===== config.mk =====
export PLATFORM = sky130hd
export DESIGN_NAME = tmc_timer_control
export DESIGN_NICKNAME = d
export VERILOG_FILES = /design/src/pkg/tmc_pkg.sv /design/src/hdl/tmc_timer_control.sv
export VERILOG_INCLUDE_DIRS = /design/src /design/src/pkg
export SDC_FILE = /design/constraint.sdc
export NUM_CORES = 1
export LEC_CHECK = 0
export BUFFER_PORTS_ARGS = -buffer_cell sky130_fd_sc_hd__buf_2
export CAP_MARGIN = 20
export CORE_ASPECT_RATIO = 1.25
export CORE_MARGIN = 5
export CORE_UTILIZATION = 61
export DETAILED_ROUTE_END_ITERATION = 8
export PLACE_DENSITY = 0.86
export REMOVE_ABC_BUFFERS = 1
export SKIP_LAST_GASP = 1
export SYNTH_ARGS = -nofsm -noshare
export SYNTH_HDL_FRONTEND = slang
export SYNTH_SLANG_ARGS = --single-unit

===== constraint.sdc =====
create_clock -name ref_clk -period 6.2 [get_ports ref_clk]
set_input_delay 1.24 -clock ref_clk [delete_from_list [all_inputs] [get_ports ref_clk]]
set_output_delay 1.24 -clock ref_clk [all_outputs]
set_load 0.02 [all_outputs]

===== src/pkg/tmc_regs.svh =====
// Register offsets, field positions, reset values and the rule summary for the timer control block.
// Assumes a 16-bit register port with a byte address and one-cycle read latency.
// Behaviour
// - Stage one divides by 1, 2, 4, 8
// - Mode 00b halts and holds the counter
// - Mode 01b counts up to latch zero, restarts
// - Mode 10b counts up to length maximum, wraps
// - Mode 11b counts up to latch zero, then down
// - Clear resets counter, prescaler and direction
// - Clear bit always reads back zero
// - Interrupt request forwarded only when enabled
// - Flag bit reads pending state, read/write
// - Pair bit 4 joins compare one and two
// - Pair bit 5 joins compare three and four
// - Pair bit 6 joins compare five and six
// - Clocking mode selects external, local, auxiliary clock
// - Reserved bits ignore writes, read zero
// - Length field sets continuous-mode maximum count
// - Source select picks timer, aux, subsystem, inverted
// - Capture-mode bits pick single or dual capture
`ifndef TMC_REGS_SVH
`define TMC_REGS_SVH

// Register byte offsets
`define TMC_OFF_MAIN 8'h00
`define TMC_OFF_CLOCKING 8'h02
`define TMC_OFF_COUNT 8'h04
`define TMC_OFF_CAPMODES 8'h06

// Main register field positions
`define TMC_MAIN_FLAG_BIT 0
`define TMC_MAIN_IRQEN_BIT 1
`define TMC_MAIN_CLEAR_BIT 2
`define TMC_MAIN_MODE_LSB 4
`define TMC_MAIN_DIV1_LSB 6
`define TMC_MAIN_SRC_LSB 8
`define TMC_MAIN_LEN_LSB 11
`define TMC_MAIN_GRP_LSB 13
// Stored bits of each control register; all others but the main clear bit are reserved
`define TMC_MAIN_WMASK 16'h7B_F3
`define TMC_CLK_WMASK 16'h07_73
`define TMC_CAP_WMASK 16'h00_7F

// Clocking register field positions
`define TMC_CLK_MODE_LSB 0
`define TMC_CLK_PAIR12_BIT 4
`define TMC_CLK_PAIR34_BIT 5
`define TMC_CLK_PAIR56_BIT 6
`define TMC_CLK_EXT_LSB 8

// Reset values
`define TMC_RESET_VALUE 16'h0000

// Continuous-mode maxima per length setting
`define TMC_MAX_16 16'hFFFF
`define TMC_MAX_12 16'h0FFF
`define TMC_MAX_10 16'h03FF
`define TMC_MAX_8 16'h00FF

`endif


===== src/pkg/tmc_pkg.sv =====
// Types for the timer control block.
// Assumes tmc_regs.svh holds the numeric constants.
package tmc_pkg;
  // Counting modes
  typedef enum logic [1:0] {
    TMC_MODE_STOP,
    TMC_MODE_UP,
    TMC_MODE_CONT,
    TMC_MODE_UPDOWN
  } tmc_mode_t;

  // Register port request
  typedef struct packed {
    logic [7:0] addr;
    logic [15:0] wdata;
    logic wr;
    logic rd;
  } tmc_bus_req_t;

  // Clock sources feeding the selector
  typedef struct packed {
    logic timer_clock_input;
    logic aux_clk;
    logic subsys_clk;
    logic hires_clk;
    logic peer_aux_clk;
  } tmc_clk_src_t;
endpackage


===== src/hdl/tmc_timer_control.sv =====
// Timer control: three control registers, prescaler, counter and overflow flag.
// Source clocks arrive as levels synchronous to ref_clk; rising edges make the ticks.
//
// Our own choices: strobed register access and the placing of the registers.
`timescale 1ns/10ps
`include "tmc_regs.svh"

module tmc_timer_control #(
  parameter int CHANNELS = 7 // 3, 5 or 7 compare channels
) (
  input wire logic ref_clk,
  input wire logic reset,
  input wire tmc_pkg::tmc_bus_req_t bus_req,
  input wire tmc_pkg::tmc_clk_src_t clk_src,
  input wire logic [15:0] compare_latch_zero,
  output logic [15:0] rdata,
  output logic [15:0] count_value,
  output logic irq,
  output logic [2:0] pair_out,
  output logic [1:0] clocking_mode_select,
  output logic [1:0] latch_group,
  output logic [6:0] capture_dual
);

  ////////////////////////////////////////////////////////////////////////////
  // Register state
  logic [15:0] main_reg; // Main control, clear bit never stored
  logic [15:0] clk_reg; // Clocking control
  logic [15:0] cap_reg; // Capture modes
  logic [15:0] count_reg; // Counter value
  logic down_reg; // Up/down direction, high while counting down
  logic src_prev_reg; // Selected source, previous sample
  logic [2:0] div1_cnt_reg; // Stage one divider count
  logic [2:0] div2_cnt_reg; // Extension divider count
  logic stage1_tick; // Stage one output enable
  logic count_tick; // Effective count enable
  logic src_now; // Selected source level
  logic wrap; // Counter reaches end of count on this tick
  logic [15:0] count_next;
  logic down_next;
  logic [15:0] max_count; // Continuous-mode maximum
  logic [1:0] div1_sel;
  logic [2:0] div2_sel;
  logic [2:0] div1_lim; // Stage one terminal count
  logic wr_main;
  logic clear_req;
  tmc_pkg::tmc_mode_t mode;

  // Decoded fields
  assign wr_main = bus_req.wr && (bus_req.addr == `TMC_OFF_MAIN);
  assign clear_req = wr_main && bus_req.wdata[`TMC_MAIN_CLEAR_BIT];
  assign mode = tmc_pkg::tmc_mode_t'(main_reg[`TMC_MAIN_MODE_LSB +: 2]);
  assign div1_sel = main_reg[`TMC_MAIN_DIV1_LSB +: 2];
  assign div2_sel = clk_reg[`TMC_CLK_EXT_LSB +: 3];

  ////////////////////////////////////////////////////////////////////////////
  // Clock source selection
  always_comb begin
    src_now = 1'b0;
    case (clk_reg[`TMC_CLK_MODE_LSB +: 2])
      2'b00: begin
        // External: source select picks the input
        case (main_reg[`TMC_MAIN_SRC_LSB +: 2])
          2'b00: src_now = clk_src.timer_clock_input;
          2'b01: src_now = clk_src.aux_clk;
          2'b10: src_now = clk_src.subsys_clk;
          default: src_now = ~clk_src.timer_clock_input;
        endcase
      end
      2'b01: src_now = clk_src.hires_clk;
      2'b10: src_now = clk_src.peer_aux_clk;
      default: src_now = 1'b0; // Reserved mode gives no ticks
    endcase
  end

  // Source edge sampler
  always_ff @(posedge ref_clk or posedge reset) begin
    if (reset) begin
      src_prev_reg <= 1'b0;
    end else begin
      src_prev_reg <= src_now;
    end
  end

  ////////////////////////////////////////////////////////////////////////////
  // Prescaler: two cascaded dividers driven by source rising edges
  always_comb begin
    // Divide by 1, 2, 4 or 8
    case (div1_sel)
      2'b00: div1_lim = 3'h0;
      2'b01: div1_lim = 3'h1;
      2'b10: div1_lim = 3'h3;
      default: div1_lim = 3'h7;
    endcase
  end

  assign stage1_tick = src_now && !src_prev_reg && (div1_cnt_reg == div1_lim);
  // Extension ratio is field value plus one; cascade gives the product
  assign count_tick = stage1_tick && (div2_cnt_reg == div2_sel);

  // Stage one counter; stopped mode freezes it to save toggling
  always_ff @(posedge ref_clk or posedge reset) begin
    if (reset) begin
      div1_cnt_reg <= 3'h0;
    end else if (clear_req) begin
      div1_cnt_reg <= 3'h0;
    end else if (mode != tmc_pkg::TMC_MODE_STOP && src_now && !src_prev_reg) begin
      div1_cnt_reg <= stage1_tick ? 3'h0 : div1_cnt_reg + 3'h1;
    end
  end

  // Extension counter
  always_ff @(posedge ref_clk or posedge reset) begin
    if (reset) begin
      div2_cnt_reg <= 3'h0;
    end else if (clear_req) begin
      div2_cnt_reg <= 3'h0;
    end else if (mode != tmc_pkg::TMC_MODE_STOP && stage1_tick) begin
      div2_cnt_reg <= count_tick ? 3'h0 : div2_cnt_reg + 3'h1;
    end
  end

  ////////////////////////////////////////////////////////////////////////////
  // Counter next value
  always_comb begin
    // Length field maximum
    case (main_reg[`TMC_MAIN_LEN_LSB +: 2])
      2'b00: max_count = `TMC_MAX_16;
      2'b01: max_count = `TMC_MAX_12;
      2'b10: max_count = `TMC_MAX_10;
      default: max_count = `TMC_MAX_8;
    endcase
    count_next = count_reg;
    down_next = down_reg;
    wrap = 1'b0;
    case (mode)
      tmc_pkg::TMC_MODE_STOP: begin
        count_next = count_reg;
      end
      tmc_pkg::TMC_MODE_UP: begin
        // Restart from zero after latch zero; overflow on the step back
        if (count_reg >= compare_latch_zero) begin
          count_next = 16'h0000;
          wrap = 1'b1;
        end else begin
          count_next = count_reg + 16'h0001;
        end
      end
      tmc_pkg::TMC_MODE_CONT: begin
        if (count_reg >= max_count) begin
          count_next = 16'h0000;
          wrap = 1'b1;
        end else begin
          count_next = count_reg + 16'h0001;
        end
      end
      default: begin
        // Up/down: turn at latch zero, overflow flag when reaching zero
        if (down_reg) begin
          if (count_reg <= 16'h0001) begin
            count_next = 16'h0000;
            down_next = 1'b0;
            wrap = 1'b1;
          end else begin
            count_next = count_reg - 16'h0001;
          end
        end else if (count_reg >= compare_latch_zero) begin
          down_next = 1'b1;
          count_next = (count_reg == 16'h0000) ? 16'h0000 : count_reg - 16'h0001;
        end else begin
          count_next = count_reg + 16'h0001;
        end
      end
    endcase
  end

  // Counter and direction
  always_ff @(posedge ref_clk or posedge reset) begin
    if (reset) begin
      count_reg <= `TMC_RESET_VALUE;
      down_reg <= 1'b0;
    end else if (clear_req) begin
      count_reg <= `TMC_RESET_VALUE;
      down_reg <= 1'b0;
    end else if (bus_req.wr && bus_req.addr == `TMC_OFF_COUNT) begin
      // A direct write causes no count action
      count_reg <= bus_req.wdata;
    end else if (count_tick) begin
      count_reg <= count_next;
      down_reg <= down_next;
    end
  end

  ////////////////////////////////////////////////////////////////////////////
  // Main control register; flag set wins over a write of flag zero, but a write with the clear bit wins over flag set
  always_ff @(posedge ref_clk or posedge reset) begin
    if (reset) begin
      main_reg <= `TMC_RESET_VALUE;
    end else begin
      if (wr_main) begin
        main_reg <= bus_req.wdata & `TMC_MAIN_WMASK;
      end
      if (count_tick && wrap && mode != tmc_pkg::TMC_MODE_STOP && !clear_req) begin
        main_reg[`TMC_MAIN_FLAG_BIT] <= 1'b1;
      end
    end
  end

  // Clocking register
  always_ff @(posedge ref_clk or posedge reset) begin
    if (reset) begin
      clk_reg <= `TMC_RESET_VALUE;
    end else if (bus_req.wr && bus_req.addr == `TMC_OFF_CLOCKING) begin
      clk_reg <= bus_req.wdata & `TMC_CLK_WMASK;
    end
  end

  // Capture-mode register
  always_ff @(posedge ref_clk or posedge reset) begin
    if (reset) begin
      cap_reg <= `TMC_RESET_VALUE;
    end else if (bus_req.wr && bus_req.addr == `TMC_OFF_CAPMODES) begin
      cap_reg <= bus_req.wdata & `TMC_CAP_WMASK;
    end
  end

  ////////////////////////////////////////////////////////////////////////////
  // Read port, data one cycle after the strobe; unmapped reads zero
  always_ff @(posedge ref_clk or posedge reset) begin
    if (reset) begin
      rdata <= 16'h0000;
    end else if (!bus_req.rd) begin
      rdata <= 16'h0000;
    end else if (bus_req.addr == `TMC_OFF_MAIN) begin
      rdata <= main_reg;
    end else if (bus_req.addr == `TMC_OFF_CLOCKING) begin
      rdata <= clk_reg;
    end else if (bus_req.addr == `TMC_OFF_COUNT) begin
      rdata <= count_reg;
    end else if (bus_req.addr == `TMC_OFF_CAPMODES) begin
      rdata <= cap_reg;
    end else begin
      rdata <= 16'h0000;
    end
  end

  ////////////////////////////////////////////////////////////////////////////
  // Registered outputs toward the channel logic
  always_ff @(posedge ref_clk or posedge reset) begin
    if (reset) begin
      irq <= 1'b0;
      count_value <= 16'h0000;
      pair_out <= 3'h0;
      clocking_mode_select <= 2'h0;
      latch_group <= 2'h0;
      capture_dual <= 7'h00;
    end else begin
      irq <= main_reg[`TMC_MAIN_FLAG_BIT] && main_reg[`TMC_MAIN_IRQEN_BIT];
      count_value <= count_reg;
      pair_out[0] <= clk_reg[`TMC_CLK_PAIR12_BIT];
      // Pairs beyond the instance's channels stay unpaired
      pair_out[1] <= (CHANNELS >= 5) && clk_reg[`TMC_CLK_PAIR34_BIT];
      pair_out[2] <= (CHANNELS >= 7) && clk_reg[`TMC_CLK_PAIR56_BIT];
      clocking_mode_select <= clk_reg[`TMC_CLK_MODE_LSB +: 2];
      latch_group <= main_reg[`TMC_MAIN_GRP_LSB +: 2];
      capture_dual <= cap_reg[6:0];
    end
  end

endmodule // tmc_timer_control


==> impl_metrics.toml <==
[outcome]
outcome = "completed"

[logic_synthesis]
synth_top_cell_by_area = "dfrtp_1"
synth.cell_area_mm2 = 0.00561
synth.most_common_cell = "dfrtp_1"
synth_edf_count = 0
synthTopCellsByCount = "dfrtp_1, nand2_1, nor2_1, ha_1, inv_1"
synth_top_cell_area_share_pct = 43.7
synth_area_leaders = "dfrtp_1, ha_1, mux2_2, nand2_1, nor2_1"
synth_ff_type = "dfrtp_1"
ys_seq_area_share_pct = 43.7
ys_ff_latch = 98
yosysWarnings = 0
ys_types = 77
postSynth.asyncResetShare_pct = 100
netlist_instances = 575
syn_avg_cell_area_um2 = 9.76

[final_layout]
diodes = 0
fin_util_pct = 70.5
fin_nets = 735
layout-drive-gt1-share_pct = 23.7
nFillCells = 697
area_growth_pct = 14.0

[clocking]
insertion_delay_ns = 0.35
cts_buffer_depth = 2
cts_sinks = 98
cts_resized = 0
postCtsHoldBufs = 0
cts_buffers = 9
htree_levels = 3
path_clk_slew_ns = 0.07
tritoncts = "yes"
post-cts-setup-buffers = 0
root_buffer = "clkbuf_16"

[pwr]
p_leak_nw = 3.11
ir_drop_uv = 197
p_total_w = 0.00223
powerDensity_mw_per_mm2 = 349

[timing]
slew_headroom_pct = 22.5
setup_tns_ns = 0
worstMarginPinSlew_ns = 1.15
setup_violations = 0
fmax_mhz = 284
min_period_ns = 3.52
final.period_utilization_pct = 56.7
slew_viol_final = 0
clock-skew-final_ns = 0.00934
finalHoldViolCount = 0
rsz0062_at_grt = "false"

[critical_path]
worstPathRequired_ns = 6.46
max_stage_delay_ns = 0.47
end_kind = "flop"
crit_path_start_kind = "input pin"
crit_buf_inv = 3
crit_chain = "buf_2, inv_1, ha_1, nand4_1, nor4_1, o31a_1, o31ai_2, buf_4, nor3_2, a221oi_1, a22oi_1"
path_max_fanout = 14
crit_arrival_ns = 3.77
cpMaxStageDelayCell = "nor4_1"
path_delay_family = "simple AND/OR/NAND/NOR gates"
critical_path_class = "in -> reg"

[die]
io_pins = 96
coreArea_mm2 = 0.00908
chipHeight_um = 117
dieArea_mm2 = 0.0112
rows = 39
start_util_pct = 61.9
die_w_um = 95.8

[global_route]
grt_pass1_wl_mm = 26.8
grt_pass1_vias = 5183
grtUsageTotal_pct = 31.7
grt_max_degree = 70
grt_overflow = 0
grt_antenna_before_repair = 0

[route]
wirelength_mm = 16.9
ant_nets = 0
drcViolationCount = 0
wl_met3_mm = 1.34
vias = 4997
met1_length_mm = 6.27
route.met2.wl_mm = 8.51
drt-initial-drc-count = 336
routed.top_layer = "met4"
post_drt_wl_per_cell_um = 21.6
first_pass_iters = 5
viasPerCell = 6.39

[place]
numPortBuffers = 95
dp_hpwl_mm = 12.4
globalplace.congestion = 1.05

[flow_run]
drv_cap = 0

[hold_path]
hold_class = "reg -> reg"
-- where the power goes --
group          total [W]  switching [W]  internal (W)
combinational   0.000715       0.000440      0.000274
clock           0.000576       0.000258      0.000318
sequential      0.000941       0.000200      0.000740
-- metrics by stage --
stage | std cells | worst slack [ns] | hold WS [ns] | cell area (um2)
floorplan | 544 | 2.40 | 0.368 | 5430
global placement | 766 | 2.46 | 0.375 | 6090
detailed placement | 766 | 2.42 | 0.384 | 6090
CTS | 782 | 2.76 | 0.399 | 6400
global route | 782 | 2.50 | 0.414 | 6400
finish | 782 | 2.68 | 0.401 | 6400
-- path summary, 6_finish.rpt --
check	from	endpoint	slack (ns)	cells past startpoint
min in group asynchronous	reset	rdata[3]	0.89	2
hold / removal	cap_reg[1]	capture_dual[1]	0.40	0
setup reg to reg	count_reg[4]	count_reg[14]	2.85	7
setup / recovery	compare_latch_zero[15]	count_reg[3]	2.68	11
max in group asynchronous	reset	count_reg[12]	4.12	3
hold reg to reg	cap_reg[1]	capture_dual[1]	0.40	0
-- cell families after synthesis --
group / Yosys count / share of synthesized area (%)
and+or+nand+nor: 211 / 19.1
AOI/OAI and AO/OA: 123 / 15.5
DFF: 98 / 43.7
buffers and inverters: 61 / 5.24
muxes: 43 / 8.25
adders and majority gates: 32 / 7.13
xor gates and xnor gates: 7 / 1.09
-- cells in the final DEF, fill, tap and decap left out, types with 8 or more instances in the layout --
master,count
dfrtp_1,98
buf_2,95
nand2_1,50
nor2_1,48
ha_1,32
inv_1,29
mux2_2,26
a21oi_1,23
nor3_1,22
o21ai_0,22
nand3_1,17
mux2i_1,17
nor4_1,13
a22oi_1,10
a211oi_1,9
clkbuf_16,9
nand4_1,8
-- final cells by class --
type | count | area, um2 | area share (%)
multi-input combinational | 416 | 2870 | 44.8
clock inverter | 6 | 73.8 | 1.15
clock buffer | 10 | 229 | 3.58
sequential | 98 | 2450 | 38.3
timing repair buffer | 99 | 505 | 7.90
tap | 123 | 154 | 2.41
inverter | 30 | 115 | 1.80
-- metal layers --
metal	vias to the layer above	track usage [%]
met5	-	0
met4	0	17.6
met3	60	6.65
met2	264	54.2
met1	2411	37.0
li1	2262	-
-- worst register-to-register path, stage by stage (launching register included) --
cell     delay (ns)
dfrtp_1        0.55
nor4_1         1.04
nand4_1        0.38
nor4_1         0.59
nor2b_1        0.21
o21ai_0        0.10
a32oi_1        0.25
o21ai_0        0.11
No activity file was read; power rests on OpenSTA's default activity.
